--- src/design/tape_connect_map.svh ---
`ifndef TAPE_CONNECT_MAP_SVH
`define TAPE_CONNECT_MAP_SVH

// ==========================================================
// Connect code layout
`define CODE_W 12
`define CODE_EQ_HI 11
`define CODE_EQ_LO 9
`define CODE_UNIT_HI 2
`define CODE_UNIT_LO 0
`define EQ_W 3
`define UNIT_IDX_W 3

// ==========================================================
// Transport side widths
`define NUM_UNITS 8
`define STATUS_W 11

// ==========================================================
// Reset and clear values
`define SEL_NONE 8'h00
`define ADDR_ALL_ZERO 8'h00
`define STATUS_NONE 11'h000

`endif

--- src/design/tape_connect_pkg.sv ---
`include "tape_connect_map.svh"

package tape_connect_pkg;

  // ==========================================================
  // Connect lines from the channel, grouped
  typedef struct packed {
    logic strobe;
    logic parity;
    logic [`CODE_W-1:0] code;
  } connect_bus_t;

  // Eight one-hot unit address words, one per transport
  typedef logic [`NUM_UNITS-1:0][`NUM_UNITS-1:0] unit_addr_t;

  // Eleven status lines per transport
  typedef logic [`NUM_UNITS-1:0][`STATUS_W-1:0] unit_status_t;

  // Timing chain steps
  typedef enum logic [2:0] {
    ST_IDLE,
    ST_T1,
    ST_T2,
    ST_T3,
    ST_T4,
    ST_WAIT_DROP
  } chain_state_t;

  // Whole register state of the sequencer
  typedef struct packed {
    chain_state_t st;
    logic conn;
    logic cip;
    logic reply;
    logic reject;
    logic par_err;
    logic [`NUM_UNITS-1:0] sel;
    logic [`STATUS_W-1:0] status;
  } seq_state_t;

endpackage

--- src/design/pin_sync.sv ---
// ==========================================================
// Two-stage synchroniser for asynchronous pins
module pin_sync #(
  parameter int W = 1
) (
  input wire logic ref_clk,
  input wire logic rst_n,
  input wire logic clk_en,
  input wire logic [W-1:0] din,
  output logic [W-1:0] dout
);

  logic [W-1:0] meta_q;

  // First stage feeds only the second stage
  always_ff @(posedge ref_clk or negedge rst_n) begin
    if (!rst_n) begin
      meta_q <= '0;
      dout <= '0;
    end else if (clk_en) begin
      meta_q <= din;
      dout <= meta_q;
    end
  end

endmodule

--- src/design/parity_checker.sv ---
`include "tape_connect_map.svh"

// ==========================================================
// Odd transmission parity check over code plus parity bit
module parity_checker (
  input wire logic [`CODE_W-1:0] code,
  input wire logic parity_bit,
  output logic even_data_bits_term,
  output logic transmission_parity_fault
);

  // Even data with no parity, or odd data with parity, is a fault
  always_comb begin
    even_data_bits_term = ~(^code);
    transmission_parity_fault = even_data_bits_term ^ parity_bit;
  end

endmodule

--- src/design/tape_unit_connect_sequencer.sv ---
// What this block does
// - Connect only when code bits 11..9 equal the equipment number switch.
// - Decode code bits 2..0 into a one-of-eight transport selection.
// - Code bits 8..3 are ignored for selection; they count only in the parity check.
// - Channel sends odd parity; even total with parity is a transmission fault.
// - Parity fault sets the error flag and red lamp, not reported to channel.
// - Mismatch or parity fault: drop connected at step one, stop chain, no answer.
// - Operation active or tape moving: set reject, block step two, answer reject.
// - Connect strobe starts a four step timing chain sequencing the checks.
// - Connect-in-progress set at step one, cleared at step four.
// - Step two sets connected, clears all selects, lights the white lamp.
// - Matching transport selected and reply set together at step three, reply returned.
// - No matching transport: selects stay clear, reject set at step four.
// - Channel drops strobe on answer; device then clears and withdraws it.
// - After connect, enable operations and route selected transport to channel.
// - Select holds until clear, release, new connect or all-zero unit address.
// - A connect for another controller drops any existing connection here.
// - While connected, transport status is presented continuously.
// - Master clear clears connections and logic, presenting no status.
`include "tape_connect_map.svh"

module tape_unit_connect_sequencer
  import tape_connect_pkg::*;
(
  input wire logic ref_clk,
  input wire logic rst_n,
  input wire logic clk_en,
  input wire logic master_clear,
  input wire tape_connect_pkg::connect_bus_t connect_lines,
  input wire logic [`EQ_W-1:0] equipment_number_switch,
  input wire logic operation_active_term,
  input wire logic clear_function,
  input wire logic release_function,
  input wire tape_connect_pkg::unit_addr_t unit_address_lines,
  input wire tape_connect_pkg::unit_status_t transport_status,
  output logic reply,
  output logic reject,
  output logic controller_connected_flag,
  output logic connect_in_progress_flag,
  output logic transmission_parity_error_flag,
  output logic red_lamp_driver,
  output logic white_lamp_driver,
  output logic [`NUM_UNITS-1:0] unit_select,
  output logic operations_enable,
  output logic [`STATUS_W-1:0] status_lines
);

  import tape_connect_pkg::*;

  // ==========================================================
  // Pin synchronisation
  localparam int SYNC_W = $bits(connect_bus_t) + `EQ_W + 1 + $bits(unit_addr_t)
                          + $bits(unit_status_t);

  connect_bus_t conn_s;
  logic [`EQ_W-1:0] eq_sw_s;
  logic mc_s;
  unit_addr_t addr_s;
  unit_status_t stat_s;

  // Connect, switch, master clear, address and status pins cross through two flops; operation active, clear and release go straight in
  pin_sync #(
    .W(SYNC_W)
  ) u_sync (
    .ref_clk(ref_clk),
    .rst_n(rst_n),
    .clk_en(clk_en),
    .din({connect_lines, equipment_number_switch, master_clear, unit_address_lines,
          transport_status}),
    .dout({conn_s, eq_sw_s, mc_s, addr_s, stat_s})
  );

  // ==========================================================
  // Code checks
  logic even_data_bits_term;
  logic parity_fault;
  logic equipment_mismatch_term;
  logic [`UNIT_IDX_W-1:0] unit_idx;
  logic [`NUM_UNITS-1:0] decoded_unit;
  logic [`NUM_UNITS-1:0] unit_match;
  logic [`NUM_UNITS-1:0] addr_zero;
  logic no_unit_match_term;
  logic unit_select_clear_term;

  parity_checker u_parity (
    .code(conn_s.code),
    .parity_bit(conn_s.parity),
    .even_data_bits_term(even_data_bits_term),
    .transmission_parity_fault(parity_fault)
  );

  // Equipment compare and unit decode; bits 8..3 enter only the parity check
  always_comb begin
    equipment_mismatch_term = conn_s.code[`CODE_EQ_HI:`CODE_EQ_LO] != eq_sw_s;
    unit_idx = conn_s.code[`CODE_UNIT_HI:`CODE_UNIT_LO];
    decoded_unit = `SEL_NONE;
    decoded_unit[unit_idx] = 1'b1;
  end

  // Per transport: compare decoded unit with its address lines
  for (genvar i = 0; i < `NUM_UNITS; i++) begin : g_unit
    assign unit_match[i] = |(decoded_unit & addr_s[i]);
    assign addr_zero[i] = addr_s[i] == `ADDR_ALL_ZERO;
  end

  assign no_unit_match_term = ~|unit_match;
  assign unit_select_clear_term = clear_function | release_function;

  // ==========================================================
  // Status routing from the selected transport
  seq_state_t r_q;
  seq_state_t r_d;
  logic [`STATUS_W-1:0] sel_status;

  always_comb begin
    sel_status = `STATUS_NONE;
    for (int k = 0; k < `NUM_UNITS; k++) begin
      if (r_q.sel[k]) begin
        sel_status = sel_status | stat_s[k];
      end
    end
  end

  // ==========================================================
  // Timing chain and flags
  always_comb begin
    r_d = r_q;
    // Accident: selector turned drops that transport's select
    for (int k = 0; k < `NUM_UNITS; k++) begin
      if (r_q.sel[k] && addr_zero[k]) begin
        r_d.sel[k] = 1'b0;
      end
    end
    if (unit_select_clear_term) begin
      r_d.sel = `SEL_NONE;
    end
    unique case (r_q.st)
      ST_IDLE: begin
        if (conn_s.strobe) begin
          r_d.st = ST_T1;
          r_d.par_err = 1'b0;
        end
      end
      ST_T1: begin
        r_d.cip = 1'b1;
        r_d.par_err = parity_fault;
        if (equipment_mismatch_term || parity_fault) begin
          // Not addressed here or bad parity: drop any connection, stop, stay silent
          r_d.conn = 1'b0;
          r_d.sel = `SEL_NONE;
          r_d.cip = 1'b0;
          r_d.st = ST_WAIT_DROP;
        end else if (operation_active_term) begin
          r_d.reject = 1'b1;
          r_d.cip = 1'b0;
          r_d.st = ST_WAIT_DROP;
        end else begin
          r_d.st = ST_T2;
        end
      end
      ST_T2: begin
        r_d.conn = 1'b1;
        r_d.sel = `SEL_NONE;
        r_d.st = ST_T3;
      end
      ST_T3: begin
        if (!no_unit_match_term) begin
          r_d.sel = unit_match;
          r_d.reply = 1'b1;
        end
        r_d.st = ST_T4;
      end
      ST_T4: begin
        r_d.cip = 1'b0;
        if (!r_q.reply) begin
          r_d.reject = 1'b1;
        end
        r_d.st = ST_WAIT_DROP;
      end
      ST_WAIT_DROP: begin
        if (!conn_s.strobe) begin
          r_d.reply = 1'b0;
          r_d.reject = 1'b0;
          r_d.st = ST_IDLE;
        end
      end
      default: begin
        r_d.st = ST_IDLE; // Unused codes fall back to idle
      end
    endcase
    // Status follows the selected transport only while connected
    r_d.status = r_q.conn ? sel_status : `STATUS_NONE;
    if (mc_s) begin
      r_d = '{st: ST_IDLE, sel: `SEL_NONE, status: `STATUS_NONE, default: 1'b0};
    end
  end

  // State register, frozen while the clock enable is low
  always_ff @(posedge ref_clk or negedge rst_n) begin
    if (!rst_n) begin
      r_q <= '{st: ST_IDLE, sel: `SEL_NONE, status: `STATUS_NONE, default: 1'b0};
    end else if (clk_en) begin
      r_q <= r_d;
    end
  end

  // ==========================================================
  // Outputs straight from state flops
  assign reply = r_q.reply;
  assign reject = r_q.reject;
  assign controller_connected_flag = r_q.conn;
  assign connect_in_progress_flag = r_q.cip;
  assign transmission_parity_error_flag = r_q.par_err;
  assign red_lamp_driver = r_q.par_err;
  assign white_lamp_driver = r_q.conn;
  assign unit_select = r_q.sel;
  assign operations_enable = r_q.conn;
  assign status_lines = r_q.status;

  logic t1_ok;
  assign t1_ok = r_q.st == ST_T1 && !equipment_mismatch_term && !parity_fault
                 && !operation_active_term;
endmodule

--- config.mk ---
export PLATFORM = sky130hd
export DESIGN_NAME = tape_unit_connect_sequencer
export DESIGN_NICKNAME = d
export VERILOG_FILES = /design/src/design/tape_connect_pkg.sv /design/src/design/pin_sync.sv /design/src/design/parity_checker.sv /design/src/design/tape_unit_connect_sequencer.sv
export VERILOG_INCLUDE_DIRS = /design/src /design/src/design
export SDC_FILE = /design/constraint.sdc
export NUM_CORES = 1
export LEC_CHECK = 0
export BUFFER_PORTS_ARGS = -buffer_cell sky130_fd_sc_hd__buf_2
export CORE_ASPECT_RATIO = 2
export CORE_MARGIN = 2
export CORE_UTILIZATION = 60
export DETAILED_ROUTE_END_ITERATION = 10
export PLACE_DENSITY = 0.82
export SYNTH_ARGS = -nofsm -noshare
export SYNTH_HDL_FRONTEND = slang
export SYNTH_SLANG_ARGS = --single-unit
--- constraint.sdc ---
create_clock -name ref_clk -period 3.3 [get_ports ref_clk]
set_clock_uncertainty 0.2 [all_clocks]
set_input_delay 0.66 -clock ref_clk [delete_from_list [all_inputs] [get_ports ref_clk]]
set_output_delay 0.66 -clock ref_clk [all_outputs]
set_load 0.01 [all_outputs]
Word level (Yosys, flattened, before mapping). Index checks and enable logic that the tools add are counted.

Bits in registers: 367. Logic and storage cells: 126.

Order comparisons: 2. Eq/ne operators: 13. Multiplexer cells: 43. Bitwise gates (word level): 18. Reduce and logical (&&, ||, !) cells: 40.

Operators by type and width (count): 2-to-1 mux 11 bit (9); bitwise OR 11 bit (7); AND 8 bit (8); logical NOT 8 bit (8); OR reduction 64 bit (1); OR reduction 8 bit (8); 2-to-1 mux 27 bit (1); 2-to-1 mux 8 bit (3); case mux 8 bit (3 select lines) (1); case mux 3 bit (6 select lines) (1); 2-to-1 mux 1 bit (17); != test 3 x 2 -> 1 bit (second input constant) (5); 2-to-1 mux 3 bit (4); nonzero test 3 bit (4); XOR reduction 12 bit (1); logical AND 1 bit (9); AND reduction 3 bit (3); case mux 1 bit (2 select lines) (4); equality test 3 x 2 -> 1 bit (second input constant) (2); equality test 3 bit (second input constant) (2); AND reduction 6 bit (1); less-than comparator 3 x 4 -> 1 bit (second input constant) (1); AND reduction 4 bit (1); nonzero test 4 bit (1); 14 further kinds (14).

Logic depth before layout (Yosys ltp).
Depth in word-level cells: 17. Depth in mapped cells: 7.

Hierarchy. Synthesis repeated with hierarchy kept, for this count alone.

Cells, all modules: 1008. Area total of the unflattened synthesis: 15722.6 sq um.

Modules (own cells, without submodules): pin_sync (instances 1, cells each 718, area each 12846.1 sq um, seq. area each 8508.2 sq um); tape_unit_connect_sequencer (instances 1, cells each 278, area each 2715.1 sq um, seq. area each 675.6 sq um); parity_checker (instances 1, cells each 12, area each 161.4 sq um, seq. area each 0.0 sq um).

Least setup slack after synthesis. Ideal clock, no wire load.

Kind: reg-to-reg. Start: register u_sync.dout[156]. End: register r_q (netlist bit unit_select[3]). Library setup time: 95 ps. Arrival: 1944 ps. Data required time: 3005 ps. Slack: 1060 ps. Cell stages (with the launch flop): 7. Buffers on the path: 1. Path through: dfrtp_1 buf_6 mux2_4 mux4_2 nor3b_4 a31oi_1 o31ai_1.

Cells in the longest elaborated chain, start to end: 9.

RTL lines: start, declared (line pin_sync.sv:10) `output logic [W-1:0] dout`; start signal, assigned (line pin_sync.sv:22) `dout <= meta_q;`; less-than comparator 3 x 4 -> 1 bit (implied by the code) or greater-or-equal comparator 3 x 1 -> 1 bit (tied branches) (line tape_unit_connect_sequencer.sv:97) `decoded_unit[unit_idx] = 1'b1;`; logical AND 1 bit (implied by the code) (line tape_unit_connect_sequencer.sv:97); 2-to-1 mux 1 bit (implied by the code) (line tape_unit_connect_sequencer.sv:97); demux 1 bit (select 3 bit) (line tape_unit_connect_sequencer.sv:97); AND 8 bit (line tape_unit_connect_sequencer.sv:102) `assign unit_match[i] = |(decoded_unit & addr_s[i]);`; OR reduction 64 bit or OR reduction 8 bit (tied branches) (line tape_unit_connect_sequencer.sv:106, tape_unit_connect_sequencer.sv:102); 2-to-1 mux 8 bit (line tape_unit_connect_sequencer.sv:167) `if (!no_unit_match_term) begin`; case mux 8 bit (3 select lines) * (line tape_unit_connect_sequencer.sv:137) `unique case (r_q.st)`; 2-to-1 mux 27 bit * (line tape_unit_connect_sequencer.sv:193) `if (mc_s) begin`; end signal, assigned (line tape_unit_connect_sequencer.sv:203) `r_q <= r_d;`; end, declared (line tape_unit_connect_sequencer.sv:111) `seq_state_t r_q;`.

Mark *: on every way between the ends. The rest lies on a longest branch, timed or not. A chain may end at the register's enable or synchronous reset.

Final worst setup path. Ends and elaborated chain as after synthesis.

==> metrics.cfg <==
[setup_path]
ff2ff_path_depth=6
reg2reg_to=unit_select[3]
worstSetupPathType=reg -> reg
cp-start-kind=register
endpoint=unit_select[3]
cp-end-kind=register
worst_ep_arrival_time_ps=3120
reg2reg_from=u_sync.dout[156]
rrSetupSlack_ps=450
required_ps=3570
crit_fanout=18
cp-startpoint=u_sync.dout[156]

[detailed_routing]
wl_um=33000
route.antenna.remaining_nets=0
viasPerCell=6.00
met3_length_um=1850
route.vias.total=9419
met1_length_um=13900
drt_iter0_markers=550
top_layer=met4
post-route-drc-count=0
wire_per_inst_um=21.0
wl_met2_um=16100
drt_pre_antenna_iters=5

[clock_tree]
ctsHtreeMaxLevel=1
cts_setup_buffers=0
root_buffer=clkbuf_16
cts_resized=0
cts_hold_repair.buffers=1
cts_buffers=31
path_clk_slew_ps=70
ctsLongestPathBuffers=3
cts_tree=done
worstSkewPairLatency_ps=570
clock_sinks=367

[floorplan]
num_io_pins=203
rows=83
start_util_pct=60.7
die_h_um=231
die_area_um2=27100
coreArea_um2=25400
fp.dieW_um=117

[layout]
fin_nets=1383
layout-drive-gt1-share_pct=51.0
antenna_cells=0
fillCellCount=1677
syn_to_final_growth_pct=15.1

[pwr]
p_leak_nw=7.74
total_power_mw=11.0
p_per_area_nw_per_um2=620
ir_worst_vdd_mv=0.441

[logic_synthesis]
yosysTopAreaCell=dfrtp_1
synth_common_cells=dfrtp_1, mux2_2, clkbuf_1, a22oi_1, buf_4
synth_edf_count=0
synth_cell_types=47
yosys-top-cells-area=dfrtp_1, mux2_2, a22oi_1, mux4_2, clkbuf_1
synthesis.area_um2=15400
async_flop_share_pct=100
ys_seq_elements=367
syn_nets=1218
synth_warnings=0
netlist_instances=1042
seq_area_frac_synth_pct=59.5
synth_top_area_share_pct=59.5
yosysMostFrequentCell=dfrtp_1
synth.avg_cell_area_um2=14.8
yosys_most_used_dff=dfrtp_1

[run_status]
status=finished clean

[placement]
place_congestion=0.872
io_buffers=202
detailed_place_hpwl_um=22400

[sta]
slew_headroom_pct=30.7
finalSetupTns_ps=0
worst_slew_pin_slew_ps=1040
max_freq_ghz=0.350
finalCriticalPeriod_ps=2850
setup_viol=0
drv_slew=0
hold_violations=0
rsz0062_at_grt=no
min_period_over_period_pct=86.5
fin_hold_ws_ps=117

[global_routing]
grt_pass1_wl_um=53500
antenna_found_initial=0
grt_max_degree=193
overflow=0
grt_usage_pct=24.8
grt_pass1_vias=9910

[job]
maxCapViolations=0

[hold_path]
hold_class=in -> reg

cell type report:
cell class                 instances  area (µm²)  area share (%)
sequential                       367        9180            51.7
multi-input combinational        580        5800            32.7
timing repair buffer             216        1200            6.76
clock buffer                      37         838            4.72
tap                              340         425            2.39
clock inverter                    20         273            1.54
inverter                          11        41.3           0.232
stage by stage:
step / setup slack, ps / utilization (%) / cells / area (µm²)
6_report: 447 / 69.8 / 1571 / 17800
5_1_grt: 272 / 69.8 / 1571 / 17800
4_1_cts: 457 / 69.8 / 1571 / 17800
3_5_place_dp: 489 / 65.4 / 1513 / 16600
3_3_place_gp: 587 / 65.4 / 1513 / 16600
2_1_floorplan: 1060 / - / 1042 / 15400
worst min-delay path by stage:
stage,start,endpoint,cells after the start
after floorplan,rst_n,connect_in_progress_flag,0
after global placement,status_lines[8],status_lines[8],1
after detailed placement,status_lines[8],status_lines[8],1
after CTS,unit_address_lines[46],u_sync.meta_q[134],2
after global routing,unit_address_lines[16],u_sync.meta_q[104],2
final,transport_status[21],u_sync.meta_q[21],2
cell families (layout without fill, tap and decap cells):
group | count (synthesis) | count (layout) | synth area share, %
buffers and inverters | 95 | 284 | 2.94
flip-flops | 367 | 367 | 59.5
XOR/XNOR | 14 | 14 | 1.06
AND/OR/NAND/NOR | 83 | 83 | 3.01
AO/OA/AOI/OAI | 116 | 116 | 5.57
multiplexers | 367 | 367 | 27.9
placed cells by master (no fill, tap or decap), drive strengths merged, types with 2 or more instances in the layout:
cell	Yosys	routed
mux2i	8	8
dfrtp	367	367
xor2	2	2
o31ai	3	3
o2bb2ai	2	2
or4	3	3
a311oi	7	7
a31oi	3	3
xnor3	3	3
o32ai	2	2
nand2	6	6
and3	2	2
nand4	12	12
bufinv	0	6
buf	31	215
nor2	16	16
a22oi	45	45
a32o	11	11
clkinv	1	8
inv	10	11
xnor2	9	9
a21oi	11	11
mux2	343	343
nand2b	6	6
nor4	16	16
a211oi	9	9
clkbuf	53	37
clkinvlp	0	6
o22ai	6	6
a21o	2	2
o21ai	9	9
mux4	16	16
nand3	3	3
and2	2	2
nor2b	3	3
nor3	12	12
critical path, stage by stage, from the launching register on:
cell     delay (ps)
dfrtp_1         810
buf_4           350
nor2b_1          70
mux4_2          500
nor3b_4         390
a31oi_1         140
o31ai_1         270
registers in the layout (all words and copies together), names as in the netlist:
| name | cells |
|---|---|
| reply | 1 |
| u_sync.meta_q | 170 |
| connect_in_progress_flag | 1 |
| red_lamp_driver | 1 |
| status_lines | 11 |
| controller_connected_flag | 1 |
| u_sync.dout | 170 |
| reject | 1 |
| r_q | 3 |
| unit_select | 8 |
layer usage:
| metal | up-vias | track usage [%] |
|---|---|---|
| li1 | 4187 | - |
| met1 | 4815 | 34.1 |
| met2 | 349 | 40.4 |
| met3 | 68 | 3.90 |
| met4 | 0 | 9.30 |
| met5 | - | 0 |
power by group:
part | switching [mW] | internal (mW)
combinational | 0.698 | 0.891
clock | 1.65 | 2.29
sequential | 0.446 | 5.04
total | 2.80 | 8.22
No activity file was read; power rests on OpenSTA's default activity.
